<file path="src/rtl/cidt_defs.svh">
`ifndef CIDT_DEFS_SVH
`define CIDT_DEFS_SVH

// oscillator periods per instruction cycle
`define CIDT_QPHASES 4
// register byte offsets on the bus
`define CIDT_OFF_CTRL 8'h00
`define CIDT_OFF_STATUS 8'h04
`define CIDT_OFF_PC 8'h08
`define CIDT_OFF_INSTR 8'h0C
`define CIDT_OFF_CYCLES 8'h10
`define CIDT_OFF_ILLEGAL 8'h14
// control register fields and reset value
`define CIDT_CTRL_RUN 0
`define CIDT_CTRL_EXT 1
`define CIDT_CTRL_RESTART 2
`define CIDT_CTRL_RST 3'h1
// program counter reset vector, word address
`define CIDT_RESET_VECTOR 20'h00000
// access ram split: low part in bank 0, high part in the top bank
`define CIDT_ACCESS_SPLIT 8'h80
`define CIDT_ACCESS_LO_BANK 4'h0
`define CIDT_ACCESS_HI_BANK 4'hF
// word that stands in for a discarded fetch
`define CIDT_NOP_WORD 16'h0000
// top nibble of every second word of a double-word instruction
`define CIDT_SECOND_TAG 4'hF

`endif

</file>
<file path="src/rtl/cidt_pkg.sv">
package cidt_pkg;

  // instruction category of the word in execution
  typedef enum logic [2:0] {
    CIDT_CLS_NOP,
    CIDT_CLS_BYTE,
    CIDT_CLS_BIT,
    CIDT_CLS_LIT,
    CIDT_CLS_CTRL,
    CIDT_CLS_EXT,
    CIDT_CLS_ILLEGAL
  } cidt_cls_e;

  // table pointer handling for table read and write
  typedef enum logic [1:0] {
    CIDT_TBL_NONE,
    CIDT_TBL_POSTINC,
    CIDT_TBL_POSTDEC,
    CIDT_TBL_PREINC
  } cidt_tbl_e;

  // sequencer state: ordinary word or second word of a pair
  typedef enum logic {
    CIDT_ST_NORMAL,
    CIDT_ST_SECOND
  } cidt_st_e;

endpackage

</file>
<file path="src/rtl/cidt_decode.sv">
`timescale 1ns/10ps
`include "cidt_defs.svh"

// pure opcode classifier for one 16-bit program word
module cidt_decode (
  input wire logic [15:0] word,
  input wire logic ext_en,
  output cidt_pkg::cidt_cls_e cls,
  output logic two_word,
  output logic is_skip,
  output logic jmp_abs,
  output logic rel_long,
  output logic rel_cond,
  output logic is_ret,
  output logic fast,
  output cidt_pkg::cidt_tbl_e tbl_mode,
  output logic wr_res,
  output logic [1:0] ptr_sel
);
  import cidt_pkg::*;

  // map the two table mode bits onto the pointer action
  function automatic cidt_tbl_e tbl_of(input logic [1:0] mm);
    unique case (mm)
      2'h0: tbl_of = CIDT_TBL_NONE;
      2'h1: tbl_of = CIDT_TBL_POSTINC;
      2'h2: tbl_of = CIDT_TBL_POSTDEC;
      2'h3: tbl_of = CIDT_TBL_PREINC;
    endcase
  endfunction

  // opcode nibble picks the family, lower bits qualify it
  always_comb begin
    cls = CIDT_CLS_ILLEGAL;
    two_word = 1'b0;
    is_skip = 1'b0;
    jmp_abs = 1'b0;
    rel_long = 1'b0;
    rel_cond = 1'b0;
    is_ret = 1'b0;
    fast = word[0];
    tbl_mode = tbl_of(word[1:0]);
    wr_res = 1'b0;
    ptr_sel = word[5:4];
    unique case (word[15:12])
      4'h0: begin
        if (word[11:8] == 4'h0) begin
          if (word[7:0] == 8'h00) begin
            cls = CIDT_CLS_NOP;
          end else if (word[7:3] == 5'h01) begin
            cls = CIDT_CLS_CTRL;
          end else if (word[7:2] == 6'h04) begin
            cls = CIDT_CLS_CTRL;
            is_ret = 1'b1;
          end else if (word[7:0] == 8'h14) begin
            cls = ext_en ? CIDT_CLS_EXT : CIDT_CLS_ILLEGAL;
            is_ret = ext_en;
          end else if (word[7:0] >= 8'h03 && word[7:0] <= 8'h07 || word[7:0] == 8'hFF) begin
            cls = CIDT_CLS_CTRL;
          end
        end else if (word[11:4] == 8'h10) begin
          cls = CIDT_CLS_LIT;
        end else if (word[11:9] == 3'h1) begin
          cls = CIDT_CLS_BYTE;
        end else if (word[11]) begin
          cls = CIDT_CLS_LIT;
          is_ret = (word[11:8] == 4'hC);
        end
      end
      4'h1, 4'h2, 4'h3, 4'h4, 4'h5: begin
        cls = CIDT_CLS_BYTE;
        wr_res = 1'b1;
        is_skip = (word[15:12] == 4'h2 || word[15:12] == 4'h3) && (word[11:10] == 2'h3)
                  || (word[15:12] == 4'h4) && word[11];
      end
      4'h6: begin
        cls = CIDT_CLS_BYTE;
        is_skip = ~word[11];
      end
      4'h7, 4'h8, 4'h9: begin
        cls = CIDT_CLS_BIT;
      end
      4'hA, 4'hB: begin
        cls = CIDT_CLS_BIT;
        is_skip = 1'b1;
      end
      4'hC: begin
        cls = CIDT_CLS_BYTE;
        two_word = 1'b1;
      end
      4'hD: begin
        cls = CIDT_CLS_CTRL;
        rel_long = 1'b1;
      end
      4'hE: begin
        if (!word[11]) begin
          cls = CIDT_CLS_CTRL;
          rel_cond = 1'b1;
        end else if (word[11:9] == 3'h6) begin
          cls = CIDT_CLS_CTRL;
          two_word = 1'b1;
          jmp_abs = 1'b1;
          fast = word[8];
        end else if (word[11:8] == 4'hE) begin
          if (word[7:6] == 2'h0) begin
            cls = CIDT_CLS_LIT;
            two_word = 1'b1;
          end
        end else if (word[11:8] == 4'hF) begin
          cls = CIDT_CLS_CTRL;
          two_word = 1'b1;
          jmp_abs = 1'b1;
        end else if (ext_en) begin
          cls = CIDT_CLS_EXT;
          ptr_sel = word[7:6];
          two_word = (word[11:8] == 4'hB);
        end
      end
      4'hF: begin
        cls = CIDT_CLS_NOP;
      end
    endcase
  end

endmodule

</file>
<file path="src/rtl/cidt_core.sv">
// Register access over AHB-Lite and the register addresses were chosen for this implementation.
`timescale 1ns/10ps
`include "cidt_defs.svh"

// Overview of operation
// - recognise standard set plus optional extended group
// - one word each, four instructions use two, five with the extended group on
// - split word into opcode and operand fields
// - byte ops carry file, destination, access selectors
// - destination zero accumulator, one file register
// - bit ops select bit number in file
// - literal ops take constant, pointer, or nothing
// - second word tagged ones, alone a nop
// - one cycle, two when skipped or redirected
// - double-word instructions take two cycles
// - instruction cycle is four oscillator periods
// - true skip over pair costs three cycles
// - access selector picks access ram or bank
// - table mode chooses pointer update kind
// - fast mode bit saves or restores shadows
// - file field is address or pointer designator
module cidt_core #(
  parameter int PC_W = 20
) (
  input wire logic sys_clk,
  input wire logic rstn,
  // ahb-lite slave
  input wire logic hsel,
  input wire logic [31:0] haddr,
  input wire logic [1:0] htrans,
  input wire logic hwrite,
  input wire logic [2:0] hsize,
  input wire logic [31:0] hwdata,
  input wire logic hready,
  output logic hreadyout,
  output logic hresp,
  output logic [31:0] hrdata,
  // program memory fetch
  output logic fetch_req,
  output logic [PC_W:0] fetch_addr,
  input wire logic [15:0] fetch_word,
  // datapath side
  input wire logic cond_true,
  input wire logic [PC_W-1:0] alt_target,
  input wire logic [3:0] bank_select_register,
  output logic [1:0] iq_phase,
  output logic ex_start,
  output logic [15:0] ex_instr,
  output cidt_pkg::cidt_cls_e ex_cls,
  output logic ex_nop,
  output logic ex_second,
  output logic [11:0] ex_ram_addr,
  output logic ex_wr_accum,
  output logic ex_wr_file,
  output logic [2:0] ex_bit_num,
  output logic [7:0] ex_literal,
  output logic [1:0] ex_ptr_sel,
  output logic ex_fast,
  output cidt_pkg::cidt_tbl_e ex_tbl_mode,
  output logic [11:0] ex_long_operand,
  output logic [PC_W-1:0] ex_pc
);
  import cidt_pkg::*;

  localparam logic [1:0] Q_LAST = 2'(`CIDT_QPHASES - 1);

  // goto and call targets are 20 bits wide
  initial begin
    if (PC_W < 20 || PC_W > 31) begin
      $error("cidt_core: PC_W must lie in 20..31");
    end
  end

  // software control and sequencer state
  logic [2:0] ctrl_r;
  logic restart_r;
  logic [1:0] q_r;
  logic [PC_W-1:0] pc_r;
  logic [PC_W-1:0] pc_nxt;
  logic [15:0] ir_r;
  cidt_st_e st_r;
  logic kill_r;
  logic kill_nxt;
  logic [31:0] cycles_r;
  logic [31:0] illegal_r;
  logic run;
  logic tick;
  // latched decode of the word in execution, only acted on when cur_valid
  logic cur_two_r;
  logic cur_skip_r;
  logic cur_jmp_r;
  logic cur_rel_long_r;
  logic cur_rel_cond_r;
  logic cur_ret_r;
  logic cur_valid;
  logic go_second;
  // decoder outputs for the word arriving from memory
  cidt_cls_e d_cls;
  logic d_two;
  logic d_skip;
  logic d_jmp;
  logic d_rel_long;
  logic d_rel_cond;
  logic d_ret;
  logic d_fast;
  cidt_tbl_e d_tbl;
  logic d_wr_res;
  logic [1:0] d_ptr;
  // bus pipeline
  logic wr_pend_r;
  logic [7:0] wr_addr_r;
  logic bus_take;

  cidt_decode u_decode (
    .word(fetch_word),
    .ext_en(ctrl_r[`CIDT_CTRL_EXT]),
    .cls(d_cls),
    .two_word(d_two),
    .is_skip(d_skip),
    .jmp_abs(d_jmp),
    .rel_long(d_rel_long),
    .rel_cond(d_rel_cond),
    .is_ret(d_ret),
    .fast(d_fast),
    .tbl_mode(d_tbl),
    .wr_res(d_wr_res),
    .ptr_sel(d_ptr)
  );

  // access selector: low access ram, high special bank, or banked
  function automatic logic [11:0] ram_addr_of(input logic banked, input logic [3:0] bank,
                                              input logic [7:0] f);
    if (banked) begin
      ram_addr_of = {bank, f};
    end else if (f < `CIDT_ACCESS_SPLIT) begin
      ram_addr_of = {`CIDT_ACCESS_LO_BANK, f};
    end else begin
      ram_addr_of = {`CIDT_ACCESS_HI_BANK, f};
    end
  endfunction

  assign run = ctrl_r[`CIDT_CTRL_RUN];
  assign tick = run && (q_r == Q_LAST);
  assign cur_valid = !kill_r && (st_r == CIDT_ST_NORMAL);
  assign go_second = cur_valid && cur_two_r;

  // phase counter: four oscillator periods per instruction cycle
  // restart realigns the phase so a new program starts on a clean cycle
  always_ff @(posedge sys_clk) begin
    if (!rstn || restart_r) begin
      q_r <= 2'h0;
    end else if (run) begin
      q_r <= (q_r == Q_LAST) ? 2'h0 : q_r + 2'h1;
    end
  end

  // next fetch address and whether the prefetched word survives
  always_comb begin
    pc_nxt = pc_r + PC_W'(1);
    kill_nxt = 1'b0;
    if (go_second && cur_jmp_r) begin
      // second word is in hand now, so the jump costs no flush cycle
      pc_nxt = PC_W'({fetch_word[11:0], ex_literal});
    end else if (cur_valid && cur_rel_long_r) begin
      // pc already stands one word past the branch
      pc_nxt = pc_r + {{(PC_W - 11){ir_r[10]}}, ir_r[10:0]};
      kill_nxt = 1'b1;
    end else if (cur_valid && cur_rel_cond_r && cond_true) begin
      pc_nxt = pc_r + {{(PC_W - 8){ir_r[7]}}, ir_r[7:0]};
      kill_nxt = 1'b1;
    end else if (cur_valid && cur_ret_r) begin
      // the return address comes back from the datapath's stack
      pc_nxt = alt_target;
      kill_nxt = 1'b1;
    end else if (cur_valid && cur_skip_r && cond_true) begin
      // a skipped pair's second word then runs as a nop: three cycles
      kill_nxt = 1'b1;
    end
  end

  // program counter, one word ahead of the word in execution
  always_ff @(posedge sys_clk) begin
    if (!rstn || restart_r) begin
      pc_r <= PC_W'(`CIDT_RESET_VECTOR);
      ex_pc <= PC_W'(`CIDT_RESET_VECTOR);
    end else if (tick) begin
      pc_r <= pc_nxt;
      ex_pc <= pc_r;
    end
  end

  // instruction register and sequencer state
  always_ff @(posedge sys_clk) begin
    if (!rstn || restart_r) begin
      ir_r <= `CIDT_NOP_WORD;
      st_r <= CIDT_ST_NORMAL;
      kill_r <= 1'b1;
    end else if (tick) begin
      kill_r <= kill_nxt;
      st_r <= go_second ? CIDT_ST_SECOND : CIDT_ST_NORMAL;
      // a pair's first word stays on show through its tail cycle
      if (!go_second) begin
        ir_r <= kill_nxt ? `CIDT_NOP_WORD : fetch_word;
      end
    end
  end

  // control flags of the word in execution; cleared for a pair's tail
  // the tail's bits are operand data and must never steer the sequencer
  always_ff @(posedge sys_clk) begin
    if (!rstn || restart_r) begin
      cur_two_r <= 1'b0;
      cur_skip_r <= 1'b0;
      cur_jmp_r <= 1'b0;
      cur_rel_long_r <= 1'b0;
      cur_rel_cond_r <= 1'b0;
      cur_ret_r <= 1'b0;
    end else if (tick) begin
      cur_two_r <= !go_second && d_two;
      cur_skip_r <= !go_second && d_skip;
      cur_jmp_r <= !go_second && d_jmp;
      cur_rel_long_r <= !go_second && d_rel_long;
      cur_rel_cond_r <= !go_second && d_rel_cond;
      cur_ret_r <= !go_second && d_ret;
    end
  end

  // operand fields to the datapath; all but ex_long_operand held through a pair's second cycle
  always_ff @(posedge sys_clk) begin
    if (!rstn || restart_r) begin
      ex_cls <= CIDT_CLS_NOP;
      ex_ram_addr <= 12'h000;
      ex_wr_accum <= 1'b0;
      ex_wr_file <= 1'b0;
      ex_bit_num <= 3'h0;
      ex_literal <= 8'h00;
      ex_ptr_sel <= 2'h0;
      ex_fast <= 1'b0;
      ex_tbl_mode <= CIDT_TBL_NONE;
      ex_long_operand <= 12'h000;
    end else if (tick && go_second) begin
      ex_long_operand <= fetch_word[11:0];
    end else if (tick) begin
      ex_cls <= kill_nxt ? CIDT_CLS_NOP : d_cls;
      // bank is sampled with the word, so a later bank change cannot tear it
      ex_ram_addr <= ram_addr_of(fetch_word[8], bank_select_register, fetch_word[7:0]);
      ex_wr_accum <= !kill_nxt && d_wr_res && !fetch_word[9];
      ex_wr_file <= !kill_nxt && d_wr_res && fetch_word[9];
      ex_bit_num <= fetch_word[11:9];
      ex_literal <= fetch_word[7:0];
      ex_ptr_sel <= d_ptr;
      ex_fast <= d_fast;
      ex_tbl_mode <= d_tbl;
      ex_long_operand <= 12'h000;
    end
  end

  // activity and illegal-word counters; a counter write clears it
  // clear beats count in one cycle: these are software tallies, not flags
  always_ff @(posedge sys_clk) begin
    if (!rstn) begin
      cycles_r <= 32'h0000_0000;
      illegal_r <= 32'h0000_0000;
    end else begin
      if (wr_pend_r && wr_addr_r == `CIDT_OFF_CYCLES) begin
        cycles_r <= 32'h0000_0000;
      end else if (tick) begin
        cycles_r <= cycles_r + 32'h0000_0001;
      end
      if (wr_pend_r && wr_addr_r == `CIDT_OFF_ILLEGAL) begin
        illegal_r <= 32'h0000_0000;
      end else if (tick && cur_valid && ex_cls == CIDT_CLS_ILLEGAL) begin
        illegal_r <= illegal_r + 32'h0000_0001;
      end
    end
  end

  // fetch strobe at the first phase; address stands the whole cycle
  // program memory has until the phase-3 edge to answer
  assign fetch_req = run && (q_r == 2'h0);
  assign fetch_addr = {pc_r, 1'b0};
  assign iq_phase = q_r;
  // the datapath starts as the next fetch goes out
  assign ex_start = run && (q_r == 2'h0);
  assign ex_instr = ir_r;
  assign ex_second = (st_r == CIDT_ST_SECOND);
  // discarded words, pair tails and unknown codes do nothing
  assign ex_nop = kill_r
                  || ex_second
                  || (ex_cls == CIDT_CLS_NOP)
                  || (ex_cls == CIDT_CLS_ILLEGAL);

  // zero-wait slave: never stretches, always okay
  assign hreadyout = 1'b1;
  assign hresp = 1'b0;
  assign bus_take = hsel && hready && htrans[1];

  // address phase of a write; data follows next cycle
  always_ff @(posedge sys_clk) begin
    if (!rstn) begin
      wr_pend_r <= 1'b0;
      wr_addr_r <= 8'h00;
    end else begin
      wr_pend_r <= bus_take && hwrite;
      // loaded every cycle; only wr_pend_r gives it meaning
      wr_addr_r <= haddr[7:0];
    end
  end

  // control register; restart is a self-clearing strobe
  always_ff @(posedge sys_clk) begin
    if (!rstn) begin
      ctrl_r <= `CIDT_CTRL_RST;
      restart_r <= 1'b0;
    end else begin
      restart_r <= 1'b0;
      if (wr_pend_r && wr_addr_r == `CIDT_OFF_CTRL) begin
        ctrl_r <= {1'b0, hwdata[`CIDT_CTRL_EXT], hwdata[`CIDT_CTRL_RUN]};
        // restart is never stored, so it always reads back as zero
        restart_r <= hwdata[`CIDT_CTRL_RESTART];
      end
    end
  end

  // read data captured in the address phase, so it stands in the data phase
  always_ff @(posedge sys_clk) begin
    if (!rstn) begin
      hrdata <= 32'h0000_0000;
    end else if (bus_take && !hwrite) begin
      unique case (haddr[7:0])
        `CIDT_OFF_CTRL: hrdata <= {29'h0, ctrl_r};
        `CIDT_OFF_STATUS: hrdata <= {23'h0, run, ex_cls, cur_two_r, ex_nop, ex_second, q_r};
        `CIDT_OFF_PC: hrdata <= 32'(ex_pc);
        `CIDT_OFF_INSTR: hrdata <= {16'h0, ir_r};
        `CIDT_OFF_CYCLES: hrdata <= cycles_r;
        `CIDT_OFF_ILLEGAL: hrdata <= illegal_r;
        // unmapped offsets read zero instead of erroring
        default: hrdata <= 32'h0000_0000;
      endcase
    end
  end

endmodule

</file>
<file path="config.mk">
export PLATFORM = sky130hd
export DESIGN_NAME = cidt_core
export DESIGN_NICKNAME = d
export VERILOG_FILES = /design/src/rtl/cidt_pkg.sv /design/src/rtl/cidt_decode.sv /design/src/rtl/cidt_core.sv
export VERILOG_INCLUDE_DIRS = /design/src /design/src/rtl
export SDC_FILE = /design/constraint.sdc
export NUM_CORES = 1
export LEC_CHECK = 0
export BUFFER_PORTS_ARGS = -buffer_cell sky130_fd_sc_hd__buf_4
export CORE_MARGIN = 2
export CORE_UTILIZATION = 47
export DETAILED_ROUTE_END_ITERATION = 6
export GPL_TIMING_DRIVEN = 1
export PLACE_DENSITY = 0.71
export SKIP_CTS_REPAIR_TIMING = 1
export SLEW_MARGIN = 20
export SYNTH_ARGS = -nofsm -noshare
export SYNTH_HDL_FRONTEND = slang
export SYNTH_SLANG_ARGS = --single-unit
</file>
<file path="constraint.sdc">
create_clock -name sys_clk -period 4.4 [get_ports sys_clk]
set_clock_uncertainty 0.15 [all_clocks]
set_input_delay 0.66 -clock sys_clk [delete_from_list [all_inputs] [get_ports sys_clk]]
set_output_delay 0.66 -clock sys_clk [all_outputs]
set_load 0.01 [all_outputs]
</file>
==> After elaboration in Yosys (flattened, before gate mapping) <==
Cells that the tools add are included.
Widths: inputs -> output; s select.
{ "classes": {"add_sub_neg": 6, "multipliers": 0, "n_div": 0, "order_cmp": 3, "eq_ne": 39, "shift": 0, "n_mux": 70, "bitwise_logic": 5, "reduce_logical": 65} }
{ "ops": {"columns": ["op", "n"], "rows": [
  ["$pmux 32 s6", 1],
  ["$mux 20", 4],
  ["$add 32x1->32 const B", 2],
  ["$eq 4x4->1 const B", 12],
  ["$eq 8x5->1 const B", 6],
  ["$mux 12", 4],
  ["$mux 3", 14],
  ["$add 20x20->20", 2],
  ["$logic_and 1x1->1", 33],
  ["$mux 1", 33],
  ["$logic_not 8->1", 3],
  ["$add 20x1->20 const B", 1],
  ["$mux 2", 9],
  ["$pmux 3 s6", 1],
  ["$eq 4x3->1 const B", 4],
  ["$eq 8x4->1 const B", 2],
  ["$mux 16", 1],
  ["$reduce_or 5->1", 2],
  ["$eq 2x2->1 const B", 4],
  ["$eq 4x2->1 const B", 2],
  ["$eq 8x3->1 const B", 1],
  ["$eq 8x8->1 const B", 1],
  ["$ge 8x2->1 const B", 1],
  ["$le 8x3->1 const B", 1],
  ["other kinds (21)", 44]
]} }
{ "word_totals": {"reg_bits": 219, "latchBits": 0, "ramBits": 0, "romBits": 0, "in_bits": 115, "out_inout_bits": 142, "word_cells": 217, "memories": 0} }

==> Longest topological paths before layout <==
Gate-level depths: netlist of run 1.
{ "logic_depth": {"depth_word": 12, "depth_mapped": 11} }

==> Hierarchy <==
Synthesis of run 1 repeated with hierarchy kept, for this count alone.
{ "unflattened": {"cells_unflattened": 1397, "hier_area_um2": 11573.6} }
{ "modules_own_cells": {"columns": ["mod", "instances", "cells_each", "area_each_um2", "seq_area_each_um2"], "rows": [
  ["cidt_core", 1, 1312, 11040.6, 4224.1],
  ["cidt_decode", 1, 85, 533.0, 0.0]
]} }

==> Worst setup path before layout of run 1 <==
OpenSTA, ideal clock, no wires.
{ "synth_path": {"kind": "register -> register", "startpoint": "register pc_r[0]", "endpoint": "register pc_r[16]", "setup_time_ns": 0.122, "arrival_time_ns": 2.663, "path_slack_ns": 1.465, "path_stages_with_launch": 12, "synth_period_minus_slack_ns": 2.935, "path_cell_list": "dfxtp_1 ha_1 inv_1 fa_1 nor2b_1 o31a_1 o22ai_1 or4_1 a31o_2 xnor2_1 a211oi_1 a21oi_1"} }
{ "synth_via": {"elab_chain_len": 5, "word_cells_on_any_way": 7} }
{ "synth_rtl": {"columns": ["element", "line", "text"], "rows": [
  ["start: declaration", "cidt_core.sv:78", "logic [PC_W-1:0] pc_r;"],
  ["start signal: assignment", "cidt_core.sv:184", "pc_r <= PC_W'(`CIDT_RESET_VECTOR);"],
  ["start signal: assignment", "cidt_core.sv:187", "pc_r <= pc_nxt;"],
  ["$add 20x1->20", "cidt_core.sv:159", "pc_nxt = pc_r + PC_W'(1);"],
  ["$mux 20", "cidt_core.sv:171", "end else if (cur_valid && cur_ret_r) begin"],
  ["$mux 20", "cidt_core.sv:168", "end else if (cur_valid && cur_rel_cond_r && cond_true) begin"],
  ["$mux 20 (*)", "cidt_core.sv:164", "end else if (cur_valid && cur_rel_long_r) begin"],
  ["$mux 20 (*)", "cidt_core.sv:161", "if (go_second && cur_jmp_r) begin"]
]} }
Every way passes the cells marked *; elsewhere a longest branch is shown, timed or not.
A chain may end at the register's enable or synchronous reset.

==> Worst setup path after layout of run 1 <==
{ "layout_path": {"startpoint": "register ir_r[0] (netlist: ex_instr[0])", "endpoint": "register pc_r[16]"} }
{ "layout_via": {"elab_chain_len": 4, "word_cells_on_any_way": 5} }
{ "layout_rtl": {"columns": ["element", "line", "text"], "rows": [
  ["start: declaration", "cidt_core.sv:80", "logic [15:0] ir_r;"],
  ["start signal: assignment", "cidt_core.sv:195", "ir_r <= `CIDT_NOP_WORD;"],
  ["start signal: assignment", "cidt_core.sv:203", "ir_r <= kill_nxt ? `CIDT_NOP_WORD : fetch_word;"],
  ["$add 20x20->20", "cidt_core.sv:169", "pc_nxt = pc_r + {{(PC_W - 8){ir_r[7]}}, ir_r[7:0]};"],
  ["$mux 20", "cidt_core.sv:168", null],
  ["$mux 20 (*)", "cidt_core.sv:164", null],
  ["$mux 20 (*)", "cidt_core.sv:161", null]
]} }
Marks and branches as above.

==> results of run 1 <==
[kinds of logic (layout without fill, tap and decap cells)]
family	count (synthesis)	count (layout)	synth area share [%]
xor+xnor	99	99	7.51
flops	211	211	36.6
fa+ha+maj	36	36	3.96
other cells	2	3	0.0650
simple gates	577	577	24.5
mux	25	25	2.20
compound gates	365	365	20.7
buf+inv	124	269	4.50
[cells in the mapped netlist, types with 4 or more instances]
| library cell | n | area [µm²] |
|---|---|---|
| dfxtp_1 | 211 | 4220 |
| nor2_1 | 110 | 413 |
| o21ai_0 | 63 | 315 |
| a222oi_1 | 6 | 60.1 |
| a211oi_1 | 24 | 180 |
| o31ai_1 | 4 | 30.0 |
| o211ai_1 | 27 | 203 |
| a311oi_1 | 5 | 43.8 |
| a31oi_1 | 7 | 43.8 |
| a22oi_1 | 39 | 293 |
| and3_1 | 20 | 125 |
| clkbuf_1 | 75 | 282 |
| and2_1 | 29 | 181 |
| buf_1 | 12 | 45.0 |
| and4_1 | 6 | 52.6 |
| o21a_1 | 7 | 52.6 |
| xor2_1 | 57 | 499 |
| nor2b_1 | 37 | 231 |
| nand4_1 | 18 | 113 |
| inv_1 | 18 | 67.6 |
| nand2_1 | 206 | 773 |
| a21oi_1 | 108 | 541 |
| nor3_1 | 28 | 140 |
| o21ai_1 | 4 | 20.0 |
| nor4_1 | 6 | 37.5 |
| a21o_1 | 10 | 75.1 |
| a32o_1 | 4 | 40.0 |
| xnor2_1 | 42 | 368 |
| mux2i_1 | 22 | 220 |
| or3_1 | 15 | 93.8 |
| nand2b_1 | 4 | 25.0 |
| nand3_1 | 63 | 315 |
| nor2_2 | 5 | 31.3 |
| a221oi_1 | 7 | 61.3 |
| buf_4 | 12 | 90.1 |
| o221ai_1 | 4 | 35.0 |
| buf_2 | 7 | 35.0 |
| ha_1 | 35 | 438 |
| a22o_1 | 22 | 193 |
[metrics by stage]
| step | setup WS, ps | cells |
|---|---|---|
| final | 1030 | 1909 |
| after detailed placement | 968 | 1871 |
| after floorplan | 1460 | 1440 |
| after CTS | 1080 | 1909 |
| after global routing | 823 | 1909 |
| after global placement | 959 | 1871 |
[layout make-up]
type,instances,share of cell area [%]
clock buffer,31,4.48
clock inverter,7,1.23
sequential,211,30.3
multi-input combinational,1105,49.1
timing repair buffer,213,11.5
inverter,18,0.485
tap,324,2.91
[layer usage]
metal  vias up  track usage (%)  share of wire (%)
li1       5405                -                  -
met1      5375             39.7                 43
met2       508             45.0                 44
met3        95             5.40                9.1
met4         0             10.9                4.0
met5         -                0                  0
[report_power, final]
part,switching [mW],total [mW],internal [mW]
combinational,0.229,0.379,0.150
sequential,0.0508,1.99,1.94
clock,0.777,2.06,1.28
total,1.06,4.43,3.37
[state kept, by name (all words and copies together), names as in the netlist, 2 cells and up]
| register | count |
|---|---|
| ex_tbl_mode | 2 |
| ex_bit_num | 3 |
| pc_r | 20 |
| ex_instr | 16 |
| illegal_r | 32 |
| ex_ram_addr | 12 |
| ex_ptr_sel | 2 |
| ex_long_operand | 12 |
| hrdata | 32 |
| ex_cls | 3 |
| iq_phase | 2 |
| ex_pc | 20 |
| wr_addr_r | 8 |
| cycles_r | 32 |
| ctrl_r | 2 |
[path summary, 6_finish.rpt]
path / from / end / slack, ps
hold reg to reg: ex_long_operand[9]$_SDFFE_PP0P_ / ex_long_operand[9]$_SDFFE_PP0P_ / 310
setup / recovery: ex_instr[0]$_SDFFE_PP0P_ / pc_r[16]$_SDFFE_PP0P_ / 1030
setup reg to reg: ex_instr[0]$_SDFFE_PP0P_ / pc_r[16]$_SDFFE_PP0P_ / 1030
hold / removal: haddr[7] / wr_addr_r[7]$_SDFF_PN0_ / 210
==> flow_metrics.tcl, run 1 <==
set metrics [dict create \
    placed_area_um2 13100 \
    root_buffer "clkbuf_16" \
    max_slew.worst_pin.slew_ps 829 \
    totalNegativeSetupSlack_ps 0 \
    drive_gt1_share_pct 17.9 \
    syn_to_final_growth_pct 20.6 \
    leakage_nw 5.55 \
    powerDensity_nw_per_um2 318 \
    power_mw 4.43 \
    die_w_um 161 \
    die_height_um 161 \
    worst_ep_required_time_ps 4650 \
    fin_util_pct 57.5 \
    timing.final.hold_violations 0 \
    drv_cap 0 \
    drt-vias-per-instance 5.96 \
    core-area_um2 24200 \
    io_buffer_count 196 \
    dr.first_iter.drc_count 1136 \
    grt_use_total_pct 28.8 \
    wl_per_cell_um 20.1 \
    antenna_left 0 \
    seq_area_um2 4220 \
    setup_violations 0 \
    layout_commonest_cell "buf_4" \
    whs_ps 206 \
    final_nets 1722 \
    cts_buffers 22 \
    synth_edf_count 0 \
    drv_slew 0 \
    synth_seq_cells 211 \
    reg2reg_depth 11 \
    rsz0062_at_grt "no" \
    clk_latency_ps 520 \
    async_flop_share_pct 0 \
    cp_top_family "compound AO/OA/AOI/OAI gates" \
    crit_chain "ha_1 -> inv_1 -> fa_1 -> nor2b_1 -> o31a_1 -> o22ai_1 -> or4_1 -> a31o_2 -> xnor2_1 -> a211oi_1 -> a21oi_1" \
    worstPathMaxFanout 6 \
    die_area_um2 25800 \
    cts_max_level 1 \
    cts_tree "yes" \
    whs_path_depth 2 \
    multi_input_area_um2 6840 \
    antenna_found_initial 0 \
    yosys_warnings 0 \
    seq_area_frac_synth_pct 36.6 \
    nFillCells 2240 \
    worstHoldPathType "in2reg" \
    synth_cell_type_count 77 \
    worstPathArrival_ps 3620 \
    crit_slowest_cell "or4_1" \
    path_class "reg2reg" \
    fin_crit_ps 3370 \
    cp.depth 11 \
    clock-sinks 211 \
    max_freq_mhz 297 \
    ios 257 \
    grt_max_degree 51 \
    vdd_ir_drop_max_mv 0.266 \
    grt_pass1_wl_um 59400 \
    synth_area_um2 11600 \
    outcome "finished, final reports clean" \
    diodes 0 \
    drc_errors 0 \
    netlist_instances 1439 \
    grt_pass1_vias 10500 \
    cts_buffer_depth 3 \
    via_count 11400 \
    stdcell_area_um2 13900 \
    wl_um 38400 \
    firstDrtPassIters 7 \
    crit_path_start_kind "flip-flop" \
    dp_hpwl_um 28000 \
    critPathBufInv 1 \
    slowest_delay_ps 530 \
    layout_common_cells "buf_4, dfxtp_1, nand2_1" \
    initial_core_util_pct 47.6 \
    rows 57 \
    avgSynthCellArea_um2 8.03 \
    synth_ff_type "dfxtp_1" \
    min_period_over_period_pct 76.6 \
    maxSlewHeadroom_pct 44.7 \
    finalWeightedCongestion 0.986 \
    path_clk_slew_ps 60 \
    grt_remaining_overflow 0 \
    cp-end-kind "flip-flop" \
]
(Power assumes the default switching activity.)
==> inputs of run 2 (changes only) <==
clock period = 3.5 ns   (was 4.4 ns; I/O delays follow)
==> flow_metrics.tcl, run 2 (synthesized netlist as in run 1, its figures left out) <==
set metrics [dict create \
    timing.final.hold_violations 0 \
    cts_tree "yes" \
    whs_ps 60.9 \
    die_w_um 161 \
    ios 257 \
    grt_remaining_overflow 0 \
    power_mw 5.37 \
    max_freq_mhz 323 \
    clock-sinks 211 \
    layout_commonest_cell "buf_4" \
    grtUsageMet3_pct 6.74 \
    setup_violations 0 \
    diodes 0 \
    drv_slew 0 \
    min_period_over_period_pct 88.4 \
    path_class "reg2reg" \
    worstPathMaxFanout 4 \
    fin_crit_ps 3090 \
    cp-end-kind "flip-flop" \
    drv_cap 0 \
    grt_use_total_pct 29.6 \
    met2_usage_pct 47.2 \
    grt_max_degree 51 \
    grt_pass1_wl_um 60600 \
    final_cells 1942 \
    dp_hpwl_um 28800 \
    via_count 11400 \
    vdd_ir_drop_max_mv 0.382 \
    antenna_found_initial 0 \
    worstHoldPathType "in2reg" \
    final_nets 1754 \
    dp.cells 1902 \
    leakage_nw 5.68 \
    root_buffer "clkbuf_16" \
    cts_buffers 23 \
    die_height_um 161 \
    finalWeightedCongestion 0.965 \
    outcome "finished, final reports clean" \
    max_slew.worst_pin.slew_ps 710 \
    rows 57 \
    layout_common_cells "buf_4, dfxtp_1, nand2_1" \
    drt-vias-per-instance 5.87 \
    wl_per_cell_um 20.4 \
    powerDensity_nw_per_um2 381 \
    syn_to_final_growth_pct 22.0 \
    cts_max_level 1 \
    firstDrtPassIters 7 \
    grt_util_met1_pct 39.3 \
    reg2reg_slack_ps 410 \
    path_clk_slew_ps 60 \
    rsz0062_at_grt "no" \
    clk_latency_ps 530 \
    worstPathArrival_ps 3350 \
    drive_gt1_share_pct 19.3 \
    die_area_um2 25800 \
    grt_pass1_vias 10800 \
    drc_errors 0 \
    initial_core_util_pct 47.6 \
    core-area_um2 24200 \
    cts_buffer_depth 3 \
    maxSlewHeadroom_pct 52.2 \
    io_buffer_count 196 \
    worst_ep_required_time_ps 3760 \
    nFillCells 2254 \
    antenna_left 0 \
    dr.first_iter.drc_count 970 \
    grt-busiest-layer "met2" \
    wl_um 39600 \
    crit_path_start_kind "flip-flop" \
    totalNegativeSetupSlack_ps 0 \
    reg.largest.list "cycles_r x32, hrdata x32, illegal_r x32" \
]
-- run 2: cell count changes in the layout (fill, tap and decap cells not counted), sizes merged --
cell | before | now
buf | 213 | 244
bufinv | 5 | 1
clkbuf | 31 | 35
clkinv | 2 | 3
inv | 18 | 19
-- run 2: power by group --
part | switching (mW) | total (mW) | internal (mW)
registers | 0.0542 | 2.49 | 2.44
clock network | 0.994 | 2.37 | 1.38
logic | 0.305 | 0.504 | 0.199
total | 1.35 | 5.37 | 4.02
-- run 2: layout make-up --
type | instances | area [µm²] | area share (%)
inverters | 18 | 67.6 | 0.479
clock buffers | 35 | 661 | 4.69
flip-flops and latches | 211 | 4220 | 30.0
clock inverters | 5 | 65.1 | 0.462
multi-input cells | 1105 | 6840 | 48.5
well taps | 324 | 405 | 2.88
repair buffers | 244 | 1830 | 13.0
-- run 2: metal layers --
| layer | share of wire [%] | routed length [µm] |
|---|---|---|
| met5 | 0 | 0 |
| met4 | 3.7 | 1480 |
| met3 | 9.5 | 3780 |
| met2 | 44 | 17500 |
| met1 | 43 | 16900 |
-- run 2: worst paths after layout --
check                                       start                               to  cells past startpoint
setup / recovery         ex_instr[0]$_SDFFE_PP0P_            pc_r[16]$_SDFFE_PP0P_                     11
hold / removal                           haddr[7]          wr_addr_r[7]$_SDFF_PN0_                      2
setup reg to reg         ex_instr[0]$_SDFFE_PP0P_            pc_r[16]$_SDFFE_PP0P_                     11
hold reg to reg   ex_long_operand[4]$_SDFFE_PP0P_  ex_long_operand[4]$_SDFFE_PP0P_                      2
-- run 2: metrics by stage --
| stage | cell area [µm²] | setup slack [ps] | util (%) |
|---|---|---|---|
| after floorplan | 11600 | 565 | - |
| after global placement | 13400 | 459 | 55.1 |
| after detailed placement | 13400 | 429 | 55.1 |
| after CTS | 14100 | 415 | 58.1 |
| after global routing | 14100 | 173 | 58.1 |
| final | 14100 | 407 | 58.1 |
-- run 2: critical path, cell delays in order (launching register included) --
cell      delay [ps]
dfxtp_1          370
ha_1             230
inv_1             70
fa_1             410
nor2b_1          160
o31a_1           220
o22ai_1          170
or4_1            500
a31o_2           260
xnor2_1          120
a211oi_1         230
a21oi_1           90
